## src/verilog/fcc_map.vh

```
// Register map, field positions, reset values and command codes of the
// flash command controller. Definitions only; included by fcc_top.v.
`ifndef FCC_MAP_VH
`define FCC_MAP_VH

// Byte offsets on the APB register bus
`define FCC_OFS_CONFIG      8'h00
`define FCC_OFS_PROTECTION  8'h04
`define FCC_OFS_STATUS      8'h08
`define FCC_OFS_COMMAND     8'h0c
`define FCC_OFS_DIVIDER     8'h10

// flash_config fields
`define FCC_CFG_KEY_WR_EN   5
// flash_protection fields
`define FCC_PROT_DISABLE    0
// flash_status fields
`define FCC_ST_BEF          7
`define FCC_ST_CCF          6
`define FCC_ST_PVIOL        5
`define FCC_ST_ACCERR       4
`define FCC_ST_BLANK        2
// flash_clock_divider fields
`define FCC_DIV_LOADED      7
`define FCC_DIV_PRESCALE    6

// Reset values
`define FCC_RST_CONFIG      8'h00
`define FCC_RST_COMMAND     8'h00
`define FCC_RST_DIVIDER     8'h00

// Command codes
`define FCC_CMD_BLANK       8'h05
`define FCC_CMD_BYTE_PROG   8'h20
`define FCC_CMD_BURST_PROG  8'h25
`define FCC_CMD_PAGE_ERASE  8'h40
`define FCC_CMD_MASS_ERASE  8'h41

// Backdoor key address range and protection boundary fill
`define FCC_KEY_BASE        16'hffb0
`define FCC_KEY_LAST        16'hffb7
`define FCC_PROT_FILL       9'h1ff

// Flash-clock pulses per operation and prescale count
`define FCC_PULSES_PROG     16'd9
`define FCC_PULSES_BURST    16'd4
`define FCC_PULSES_PAGE     16'd4000
`define FCC_PULSES_MASS     16'd20000
`define FCC_PULSES_BLANK    16'd1
`define FCC_PRESCALE_LAST   3'd7

`endif

```

## src/verilog/fcc_top.v

```verilog
// Flash command controller: APB register file, command sequencer with a
// one-deep burst buffer, protection check and flash-clock pulse engine.
// Assumes array-write strobes and stop/debug inputs come from mclk logic;
// the flash array itself sits outside and follows arr_* outputs.
//
// Local design decisions: the register offsets and the APB slave port.
`timescale 1ns/10ps
`include "fcc_map.vh"

module fcc_top #(
    parameter PULSES_PAGE = `FCC_PULSES_PAGE,
    parameter PULSES_MASS = `FCC_PULSES_MASS
) (
    input  wire        mclk,
    input  wire        sys_rst,
    input  wire        psel,
    input  wire        penable,
    input  wire        pwrite,
    input  wire [7:0]  paddr,
    input  wire [31:0] pwdata,
    output reg  [31:0] prdata_ff,
    output reg         pready_ff,
    output reg         pslverr_ff,
    input  wire        arr_wr_en,
    input  wire [15:0] arr_wr_addr,
    input  wire [7:0]  arr_wr_data,
    input  wire [7:0]  nonvolatile_protect_byte,
    input  wire        dbg_prot_wr,
    input  wire [7:0]  dbg_prot_data,
    input  wire        stop_req,
    input  wire        arr_blank,
    output reg         arr_busy_ff,
    output reg  [7:0]  arr_cmd_ff,
    output reg  [15:0] arr_addr_ff,
    output reg  [7:0]  arr_data_ff,
    output reg         arr_pulse_ff,
    output reg         key_wr_ff,
    output reg  [2:0]  key_idx_ff,
    output reg  [7:0]  key_data_ff
);

    // Sequence states: waiting for array write, for command, for launch
    localparam [2:0] S_IDLE = 3'b001;
    localparam [2:0] S_DATA = 3'b010;
    localparam [2:0] S_CMD  = 3'b100;

    reg  [2:0]  seq_ff;
    reg  [7:0]  flash_config_ff;
    reg  [7:0]  flash_protection_ff;
    reg  [7:0]  flash_command_ff;
    reg  [7:0]  flash_clock_divider_ff;
    reg         buffer_empty_flag_ff;
    reg         command_complete_flag_ff;
    reg         protection_violation_flag_ff;
    reg         access_error_flag_ff;
    reg         blank_result_flag_ff;
    reg  [15:0] seq_addr_ff;
    reg  [7:0]  seq_data_ff;
    reg  [15:0] buf_addr_ff;
    reg  [7:0]  buf_data_ff;
    reg  [7:0]  buf_cmd_ff;
    reg  [2:0]  pre_cnt_ff;
    reg  [5:0]  div_cnt_ff;
    reg  [15:0] pulse_cnt_ff;

    wire        acc_wr;
    wire        key_en;
    wire        in_key_range;
    wire        seq_wr;
    wire        cmd_wr;
    wire        launch_wr;
    wire        stop_abort;
    wire        fclk_tick;
    wire        exe_done;
    wire [15:0] boundary;
    wire        prot_hit;
    wire        cmd_legal;
    wire        cmd_is_burst;
    reg  [15:0] pulses_for;
    reg  [31:0] rd_mux;
    reg         rd_ok;

    // APB access phase; writes act here, when pready is already high
    assign acc_wr = psel & penable & pready_ff & pwrite;

    // Array writes in the key range go to key logic only when enabled
    assign key_en       = flash_config_ff[`FCC_CFG_KEY_WR_EN];
    assign in_key_range = (arr_wr_addr >= `FCC_KEY_BASE) && (arr_wr_addr <= `FCC_KEY_LAST);
    assign seq_wr       = arr_wr_en & ~(key_en & in_key_range);
    assign cmd_wr       = acc_wr & (paddr == `FCC_OFS_COMMAND);
    assign launch_wr    = acc_wr & (paddr == `FCC_OFS_STATUS) & pwdata[`FCC_ST_BEF];
    assign stop_abort   = stop_req & arr_busy_ff;

    // Command decode
    assign cmd_legal = (flash_command_ff == `FCC_CMD_BLANK) |
                       (flash_command_ff == `FCC_CMD_BYTE_PROG) |
                       (flash_command_ff == `FCC_CMD_BURST_PROG) |
                       (flash_command_ff == `FCC_CMD_PAGE_ERASE) |
                       (flash_command_ff == `FCC_CMD_MASS_ERASE);
    assign cmd_is_burst = (flash_command_ff == `FCC_CMD_BURST_PROG);

    // Protected region is everything above {select, 9 ones}
    assign boundary = {flash_protection_ff[7:1], `FCC_PROT_FILL};
    assign prot_hit = ~flash_protection_ff[`FCC_PROT_DISABLE] &
                      (flash_command_ff != `FCC_CMD_BLANK) &
                      ((flash_command_ff == `FCC_CMD_MASS_ERASE) | (seq_addr_ff > boundary));

    // Flash clock tick: bus clock, optional divide by 8, then DIV+1
    assign fclk_tick = (div_cnt_ff == 6'd0) &
                       (~flash_clock_divider_ff[`FCC_DIV_PRESCALE] | (pre_cnt_ff == 3'd0));
    assign exe_done  = arr_busy_ff & fclk_tick & (pulse_cnt_ff == 16'd1);

    // Pulses needed by the command leaving the buffer
    always @* begin
        pulses_for = `FCC_PULSES_BLANK;
        case (buf_cmd_ff)
            `FCC_CMD_BYTE_PROG:  pulses_for = `FCC_PULSES_PROG;
            `FCC_CMD_BURST_PROG: pulses_for = `FCC_PULSES_BURST;
            `FCC_CMD_PAGE_ERASE: pulses_for = PULSES_PAGE[15:0];
            `FCC_CMD_MASS_ERASE: pulses_for = PULSES_MASS[15:0];
            default:             pulses_for = `FCC_PULSES_BLANK;
        endcase
    end

    // Read mux; unmapped addresses answer with an error
    always @* begin
        rd_mux = 32'h0000_0000;
        rd_ok  = 1'b1;
        if (paddr == `FCC_OFS_CONFIG) begin
            rd_mux[7:0] = flash_config_ff;
        end else if (paddr == `FCC_OFS_PROTECTION) begin
            rd_mux[7:0] = flash_protection_ff;
        end else if (paddr == `FCC_OFS_STATUS) begin
            rd_mux[`FCC_ST_BEF]    = buffer_empty_flag_ff;
            rd_mux[`FCC_ST_CCF]    = command_complete_flag_ff;
            rd_mux[`FCC_ST_PVIOL]  = protection_violation_flag_ff;
            rd_mux[`FCC_ST_ACCERR] = access_error_flag_ff;
            rd_mux[`FCC_ST_BLANK]  = blank_result_flag_ff;
        end else if (paddr == `FCC_OFS_COMMAND) begin
            rd_mux[7:0] = flash_command_ff;
        end else if (paddr == `FCC_OFS_DIVIDER) begin
            rd_mux[7:0] = flash_clock_divider_ff;
        end else begin
            rd_ok = 1'b0;
        end
    end

    // APB slave: one wait-free access phase after each setup cycle
    always @(posedge mclk) begin
        if (sys_rst) begin
            pready_ff  <= 1'b0;
            pslverr_ff <= 1'b0;
            prdata_ff  <= 32'h0000_0000;
        end else begin
            pready_ff  <= psel & ~penable;
            pslverr_ff <= psel & ~penable & ~rd_ok;
            prdata_ff  <= (psel & ~penable & ~pwrite) ? rd_mux : 32'h0000_0000;
        end
    end

    // Protection: loaded while reset is held, then only debug may change it
    always @(posedge mclk) begin
        if (sys_rst) begin
            flash_protection_ff <= nonvolatile_protect_byte;
        end else if (dbg_prot_wr) begin
            flash_protection_ff <= dbg_prot_data;
        end
    end

    // Config and divider registers; divider write enables program/erase
    always @(posedge mclk) begin
        if (sys_rst) begin
            flash_config_ff        <= `FCC_RST_CONFIG;
            flash_clock_divider_ff <= `FCC_RST_DIVIDER;
        end else begin
            if (acc_wr && paddr == `FCC_OFS_CONFIG) begin
                flash_config_ff <= pwdata[7:0];
            end
            if (acc_wr && paddr == `FCC_OFS_DIVIDER) begin
                flash_clock_divider_ff <= {1'b1, pwdata[6:0]};
            end
        end
    end

    // Backdoor key writes are forwarded, never sequenced
    always @(posedge mclk) begin
        if (sys_rst) begin
            key_wr_ff   <= 1'b0;
            key_idx_ff  <= 3'd0;
            key_data_ff <= 8'h00;
        end else begin
            key_wr_ff <= arr_wr_en & key_en & in_key_range;
            if (arr_wr_en) begin
                key_idx_ff  <= arr_wr_addr[2:0];
                key_data_ff <= arr_wr_data;
            end
        end
    end

    // Flash clock divider counters run freely from the divider register
    always @(posedge mclk) begin
        if (sys_rst) begin
            pre_cnt_ff <= 3'd0;
            div_cnt_ff <= 6'd0;
        end else begin
            pre_cnt_ff <= (pre_cnt_ff == 3'd0) ? `FCC_PRESCALE_LAST : pre_cnt_ff - 3'd1;
            if (~flash_clock_divider_ff[`FCC_DIV_PRESCALE] | (pre_cnt_ff == 3'd0)) begin
                div_cnt_ff <= (div_cnt_ff == 6'd0) ? flash_clock_divider_ff[5:0]
                                                   : div_cnt_ff - 6'd1;
            end
        end
    end

    // Sequencer, buffer, executor and status flags. New sequences are
    // accepted while a burst runs so the next byte can be queued; any
    // other overlap is an ordering error.
    always @(posedge mclk) begin
        if (sys_rst) begin
            seq_ff                       <= S_IDLE;
            seq_addr_ff                  <= 16'h0000;
            seq_data_ff                  <= 8'h00;
            flash_command_ff             <= `FCC_RST_COMMAND;
            buffer_empty_flag_ff         <= 1'b1;
            command_complete_flag_ff     <= 1'b1;
            protection_violation_flag_ff <= 1'b0;
            access_error_flag_ff         <= 1'b0;
            blank_result_flag_ff         <= 1'b0;
            buf_addr_ff                  <= 16'h0000;
            buf_data_ff                  <= 8'h00;
            buf_cmd_ff                   <= 8'h00;
            arr_busy_ff                  <= 1'b0;
            arr_cmd_ff                   <= 8'h00;
            arr_addr_ff                  <= 16'h0000;
            arr_data_ff                  <= 8'h00;
            arr_pulse_ff                 <= 1'b0;
            pulse_cnt_ff                 <= 16'd0;
        end else begin
            // Flag clears first so any set below in this cycle wins
            if (acc_wr && paddr == `FCC_OFS_STATUS) begin
                if (pwdata[`FCC_ST_PVIOL]) begin
                    protection_violation_flag_ff <= 1'b0;
                end
                if (pwdata[`FCC_ST_ACCERR]) begin
                    access_error_flag_ff <= 1'b0;
                end
            end
            arr_pulse_ff <= arr_busy_ff & fclk_tick & ~stop_abort;
            // Step 1: array write with address and data
            if (seq_wr) begin
                if (seq_ff == S_IDLE && buffer_empty_flag_ff &&
                    (!arr_busy_ff || arr_cmd_ff == `FCC_CMD_BURST_PROG)) begin
                    seq_addr_ff <= arr_wr_addr;
                    seq_data_ff <= arr_wr_data;
                    seq_ff      <= S_DATA;
                end else begin
                    access_error_flag_ff <= 1'b1;
                    seq_ff               <= S_IDLE;
                end
            end
            // Step 2: command code
            if (cmd_wr) begin
                flash_command_ff <= pwdata[7:0];
                if (seq_ff == S_DATA) begin
                    seq_ff <= S_CMD;
                end else begin
                    access_error_flag_ff <= 1'b1;
                    seq_ff               <= S_IDLE;
                end
            end
            // Step 3: launch by writing one to the buffer-empty flag
            if (launch_wr && buffer_empty_flag_ff) begin
                seq_ff <= S_IDLE;
                // Blank check only reads the array, so it may run before the divider is set
                if (seq_ff != S_CMD || !cmd_legal ||
                    (!flash_clock_divider_ff[`FCC_DIV_LOADED] &&
                     flash_command_ff != `FCC_CMD_BLANK) ||
                    (arr_busy_ff && !cmd_is_burst)) begin
                    access_error_flag_ff <= 1'b1;
                end else if (prot_hit) begin
                    protection_violation_flag_ff <= 1'b1;
                end else begin
                    buffer_empty_flag_ff     <= 1'b0;
                    command_complete_flag_ff <= 1'b0;
                    blank_result_flag_ff     <= 1'b0;
                    buf_addr_ff              <= seq_addr_ff;
                    buf_data_ff              <= seq_data_ff;
                    buf_cmd_ff               <= flash_command_ff;
                end
            end
            // Executor: count flash-clock pulses, stop aborts the command
            if (stop_abort) begin
                arr_busy_ff              <= 1'b0;
                access_error_flag_ff     <= 1'b1;
                command_complete_flag_ff <= buffer_empty_flag_ff;
            end else if (arr_busy_ff) begin
                if (fclk_tick) begin
                    pulse_cnt_ff <= pulse_cnt_ff - 16'd1;
                end
                if (exe_done) begin
                    arr_busy_ff <= 1'b0;
                    if (arr_cmd_ff == `FCC_CMD_BLANK) begin
                        blank_result_flag_ff <= arr_blank;
                    end
                    command_complete_flag_ff <= buffer_empty_flag_ff;
                end
            end else if (!buffer_empty_flag_ff) begin
                // Buffered command moves into the array; buffer frees up
                arr_busy_ff          <= 1'b1;
                arr_cmd_ff           <= buf_cmd_ff;
                arr_addr_ff          <= buf_addr_ff;
                arr_data_ff          <= buf_data_ff;
                pulse_cnt_ff         <= pulses_for;
                buffer_empty_flag_ff <= 1'b1;
            end
            // A burst waiting behind one that just ended takes over next cycle
            if (exe_done && !buffer_empty_flag_ff) begin
                command_complete_flag_ff <= 1'b0;
            end
        end
    end

endmodule // fcc_top

```

## config.mk

```make
export PLATFORM = sky130hd
export DESIGN_NAME = fcc_top
export DESIGN_NICKNAME = d
export VERILOG_FILES = /design/src/verilog/fcc_top.v
export VERILOG_INCLUDE_DIRS = /design/src /design/src/verilog
export SDC_FILE = /design/constraint.sdc
export NUM_CORES = 1
export LEC_CHECK = 0
export BUFFER_PORTS_ARGS = -buffer_cell sky130_fd_sc_hd__buf_2
export CORE_ASPECT_RATIO = 0.6
export CORE_MARGIN = 2
export CORE_UTILIZATION = 49
export DETAILED_ROUTE_END_ITERATION = 16
export PLACE_DENSITY = 0.81
export RECOVER_POWER = 25
export SLEW_MARGIN = 40
export SYNTH_ARGS = -nofsm -noshare
export SYNTH_HDL_FRONTEND = slang
export SYNTH_SLANG_ARGS = --single-unit
```

## constraint.sdc

```tcl
create_clock -name mclk -period 2.45 [get_ports mclk]
set_clock_uncertainty 0.1 [all_clocks]
set_input_delay 0.245 -clock mclk [delete_from_list [all_inputs] [get_ports mclk]]
set_output_delay 0.245 -clock mclk [all_outputs]
set_load 0.01 [all_outputs]
```

==> impl_summary.txt <==
----------------------------------------------------
[Outcome]
  Run status ... complete, but fails checks
  Violations in the final reports ... setup timing

[Flow run]
  Max cap viols ... 0

[Floorplanning]
  Top-level I/O count ... 169
  Die outline area ... 0.0174 mm²
  Effective utilization at floorplan ... between 40% and 50%
  Core Rows ... 36
  Overall die width ... 169 µm
  Core area ... 0.0161 mm²
  Vertical die dimension ... roughly 100 µm

[Power and ir drop]
  Clock Power Share ... 39.9%
  Switching Fraction ... 27.6%
  Internal Dissipation ... 4760 µW
  Pwr dens ... 672 mW/mm²
  Share of power burned in registers ... between 40 and 50%
  Combinational share of power ... between 10% and 20%
  Worst vdd ir ... 0.418 mV
  Pleak ... 0.00390 µW
  Net switching power ... 1810 µW

[Global routing]
  Aggregate global routing overflow ... 0
  Pin count of the biggest net entering global routing ... 74
  Overall global routing resource usage ... 22.8%
  Initial antenna violation count ... 0
  First-pass GRT wire length ... roughly 31000 µm
  Vias in the first global route ... between 6000 and 7000

[STA]
  Number of pins exceeding their max-slew limit in the final report ... 0
  Finish-stage setup viols ... 31
  Max Freq ... slightly below 400 MHz
  Worst hold margin ... ~6.5 ps
  Final Critical Period ... about 2500 ps
  Measured slew at the worst slew-check pin ... 1240 ps
  Final hold vios ... 0
  Final WS setup ... -95.0 ps
  Setup repair after global routing missed its margin ... true
  Part of the cycle the worst path needs ... 104%
  Relative slew slack ... ~17%

[CTS]
  Clock root buffer ... clkbuf_16
  TritonCTS buffer count ... 17
  Clock tree from TritonCTS ... yes
  Register clock-pin slew on the reported worst setup and hold paths ... 70 ps
  Number of H-tree levels ... 4
  Sink Count ... 177
  Bufs on Longest Clock Path ... 2
  Clock insertion delay at the later pin of the skew report ... 430 ps

[Drt]
  Detailed-route wire length per cell ... 16.3 µm
  Length of the first detailed-routing pass in iterations ... 5
  Post-route DRC ... 0
  Number of nets with antenna violations after detailed routing ... 0
  Vias ... roughly 6900
  Aggregate routed wire length ... 20500 µm
  Detailed Route Iter0 Violations ... 574
  Via density ... 5.48

[Logic synthesis]
  Syn avg cell area ... 9.03 µm²
  Largest cells by area after synthesis ... dfxtp_1, mux2i_1, nand2_1
  Sequential element share of the synthesized area ... 45.3%
  Commonest register cell after synthesis ... dfxtp_1
  Register bit count reported by yosys ... about 180
  Post-synth top cells ... dfxtp_1, nand2_1, mux2i_1, nor2_1, a21oi_1
  Cell type with the highest aggregate area in the netlist ... dfxtp_1
  Netlist cell types ... 63
  Most repeated cell in the gate-level netlist after synthesis ... dfxtp_1
  Number of flops mapped to enable cells by yosys ... 8
  Number of warnings issued by yosys ... 0
  Post-Syn Area ... about 0.008 mm²
  Fraction of post-synthesis cell area in the top cell type by area ... 42.3%
  Number of instances in the synthesized netlist ... a little under 900
  Post-synth ARST share ... 0%

[Worst setup path]
  Series of cell instances along the critical path ... inv_2 -> ha_4 -> nand4_1 -> nor4_2 -> a211oi_2 -> a2111oi_4 -> buf_6 -> buf_6 -> clkbuf_16 -> mux2i_1
  Crit path capture type ... flop
  Cell repeated most along the worst path ... buf_6
  Delay contributed by the slowest stage of the critical path ... 400 ps
  Largest driver fanout on the critical path ... 8
  Setup CP Type ... reg -> reg
  Critical Path Start Type ... flop
  Worst endpoint data arrival time ... between 2000 and 3000 ps
  Data required time at the worst endpoint ... 2710 ps
  Cell with the largest stage delay on the worst path ... edfxtp_1

[Place]
  GP Congestion ... 0.906
  Cell area after placement ... 0.00882 mm²
  IO buf count ... 120
  Post-detailed-placement half-perimeter wirelength ... 13400 µm

[Final layout]
  Fraction of layout instances using a drive strength above 1 ... 19.9%
  Count of inserted antenna diode cells ... 0
  Final #Nets ... 1134
  Total of fill cells in the finished design ... 1332
  Final non-filler cell area ... 0.00979 mm²
  Post-synthesis to final-layout area growth ... 22.4%

[Min path]
  Kind of path behind the tightest hold check ... in -> reg

----------------------------------------------------
[final timing paths]
path	from	to	slack, ps	depth (start not counted)
max	flash_protection_ff[7]	buf_data_ff[5]	-100	10
min	arr_wr_addr[15]	seq_addr_ff[15]	7	3
min reg2reg	pre_cnt_ff[0]	pre_cnt_ff[0]	340	1
max reg2reg	flash_protection_ff[7]	buf_data_ff[5]	-100	10
[stage by stage]
stage / instances / setup WS [ps] / setup TNS [ps] / power [µW] / util, %
final: 1254 / -95.0 / -1460 / 6570 / 60.9
after global routing: 1254 / -151 / -3830 / 6850 / 60.9
after detailed placement: 1190 / -39.4 / -150 / 3940 / 54.9
after floorplan: 908 / 66.0 / 0 / 3720 / -
after CTS: 1245 / 7.65 / 0 / 6550 / 59.8
after global placement: 1190 / 76.3 / 0 / 3910 / 54.9
[routing by layer]
| layer | vias to the layer above | part of all wire [%] | GRT usage (%) |
|---|---|---|---|
| li1 | 3319 | - | - |
| met1 | 3228 | 48 | 33.7 |
| met2 | 311 | 42 | 33.4 |
| met3 | 17 | 8.6 | 5.49 |
| met4 | 0 | 0.76 | 5.57 |
| met5 | - | 0 | 0 |
[state kept, by name (all words and copies together), names as in the netlist, 6 cells and up]
name / count
div_cnt_ff: 6
arr_cmd_ff: 8
flash_command_ff: 8
arr_data_ff: 8
arr_addr_ff: 16
pulse_cnt_ff: 16
seq_addr_ff: 16
buf_addr_ff: 16
flash_protection_ff: 8
flash_clock_divider_ff: 8
seq_data_ff: 8
buf_data_ff: 8
key_data_ff: 8
buf_cmd_ff: 8
prdata_ff: 8
flash_config_ff: 8
[kinds of logic after synthesis]
kind of cell               after synthesis  synth area share [%]
AOI/OAI and AO/OA                      147                  11.2
xor gates and xnor gates                 4                 0.438
adders and majority gates               13                  2.03
buffers and inverters                   97                  6.01
DFF                                    177                  45.3
muxes                                   94                  12.0
other                                    1                0.0469
and+or+nand+nor                        352                  22.9
[power groups by stage]
stage          combinational [µW]  sequential, µW  clock [µW]
6_report                      837            3110        2620
5_1_grt                       927            3120        2800
4_1_cts                       807            3100        2650
3_5_place_dp                  772            3160           0
3_3_place_gp                  745            3160           0
2_1_floorplan                 576            3140           0
[layout make-up]
type | count | area, µm² | share of cell area, %
clock inverter | 15 | 140 | 1.43
inverter | 23 | 86.3 | 0.882
multi-input combinational | 634 | 4070 | 41.6
sequential | 177 | 3620 | 37.0
timing repair buffer | 179 | 1180 | 12.1
tap | 209 | 262 | 2.67
clock buffer | 17 | 425 | 4.35
[critical path: cells and delay by family, from the launching register on]
family                   cells  cell delay, ps
multiplexers                 1             160
AO/OA/AOI/OAI                2             510
flip-flops                   1             400
buffers and inverters        4             550
AND/OR/NAND/NOR              2             480
adder cells (fa/ha/maj)      1             270
[placed cells by master (no fill, tap or decap), types with 4 or more instances in the layout]
| master | n |
|---|---|
| a211oi_1 | 4 |
| a21oi_1 | 71 |
| a22oi_1 | 5 |
| and2_1 | 4 |
| buf_2 | 97 |
| buf_4 | 25 |
| buf_6 | 4 |
| clkbuf_1 | 22 |
| clkbuf_16 | 20 |
| conb_1 | 24 |
| dfxtp_1 | 169 |
| dlygate4sd3_1 | 24 |
| edfxtp_1 | 8 |
| ha_1 | 10 |
| inv_1 | 20 |
| inv_6 | 5 |
| mux2_2 | 14 |
| mux2i_1 | 77 |
| nand2_1 | 106 |
| nand2b_1 | 63 |
| nand3_1 | 13 |
| nand4_1 | 8 |
| nor2_1 | 72 |
| nor2b_1 | 7 |
| nor3_1 | 8 |
| nor3b_1 | 11 |
| nor4_1 | 15 |
| o211ai_1 | 5 |
| o21ai_0 | 31 |
| o31a_1 | 5 |
| or2_2 | 4 |
| or3_1 | 5 |
| or4_1 | 5 |
| xor2_1 | 4 |
[what timing repair did]
item                                   in CTS  in global routing
hold buffers                               23                  1
setup buffers                               0                  3
resized for setup                           0                 17
endpoints found under the hold margin      30                  1
setup endpoints to repair                   0                 42
No activity file was read; power rests on OpenSTA's default activity.
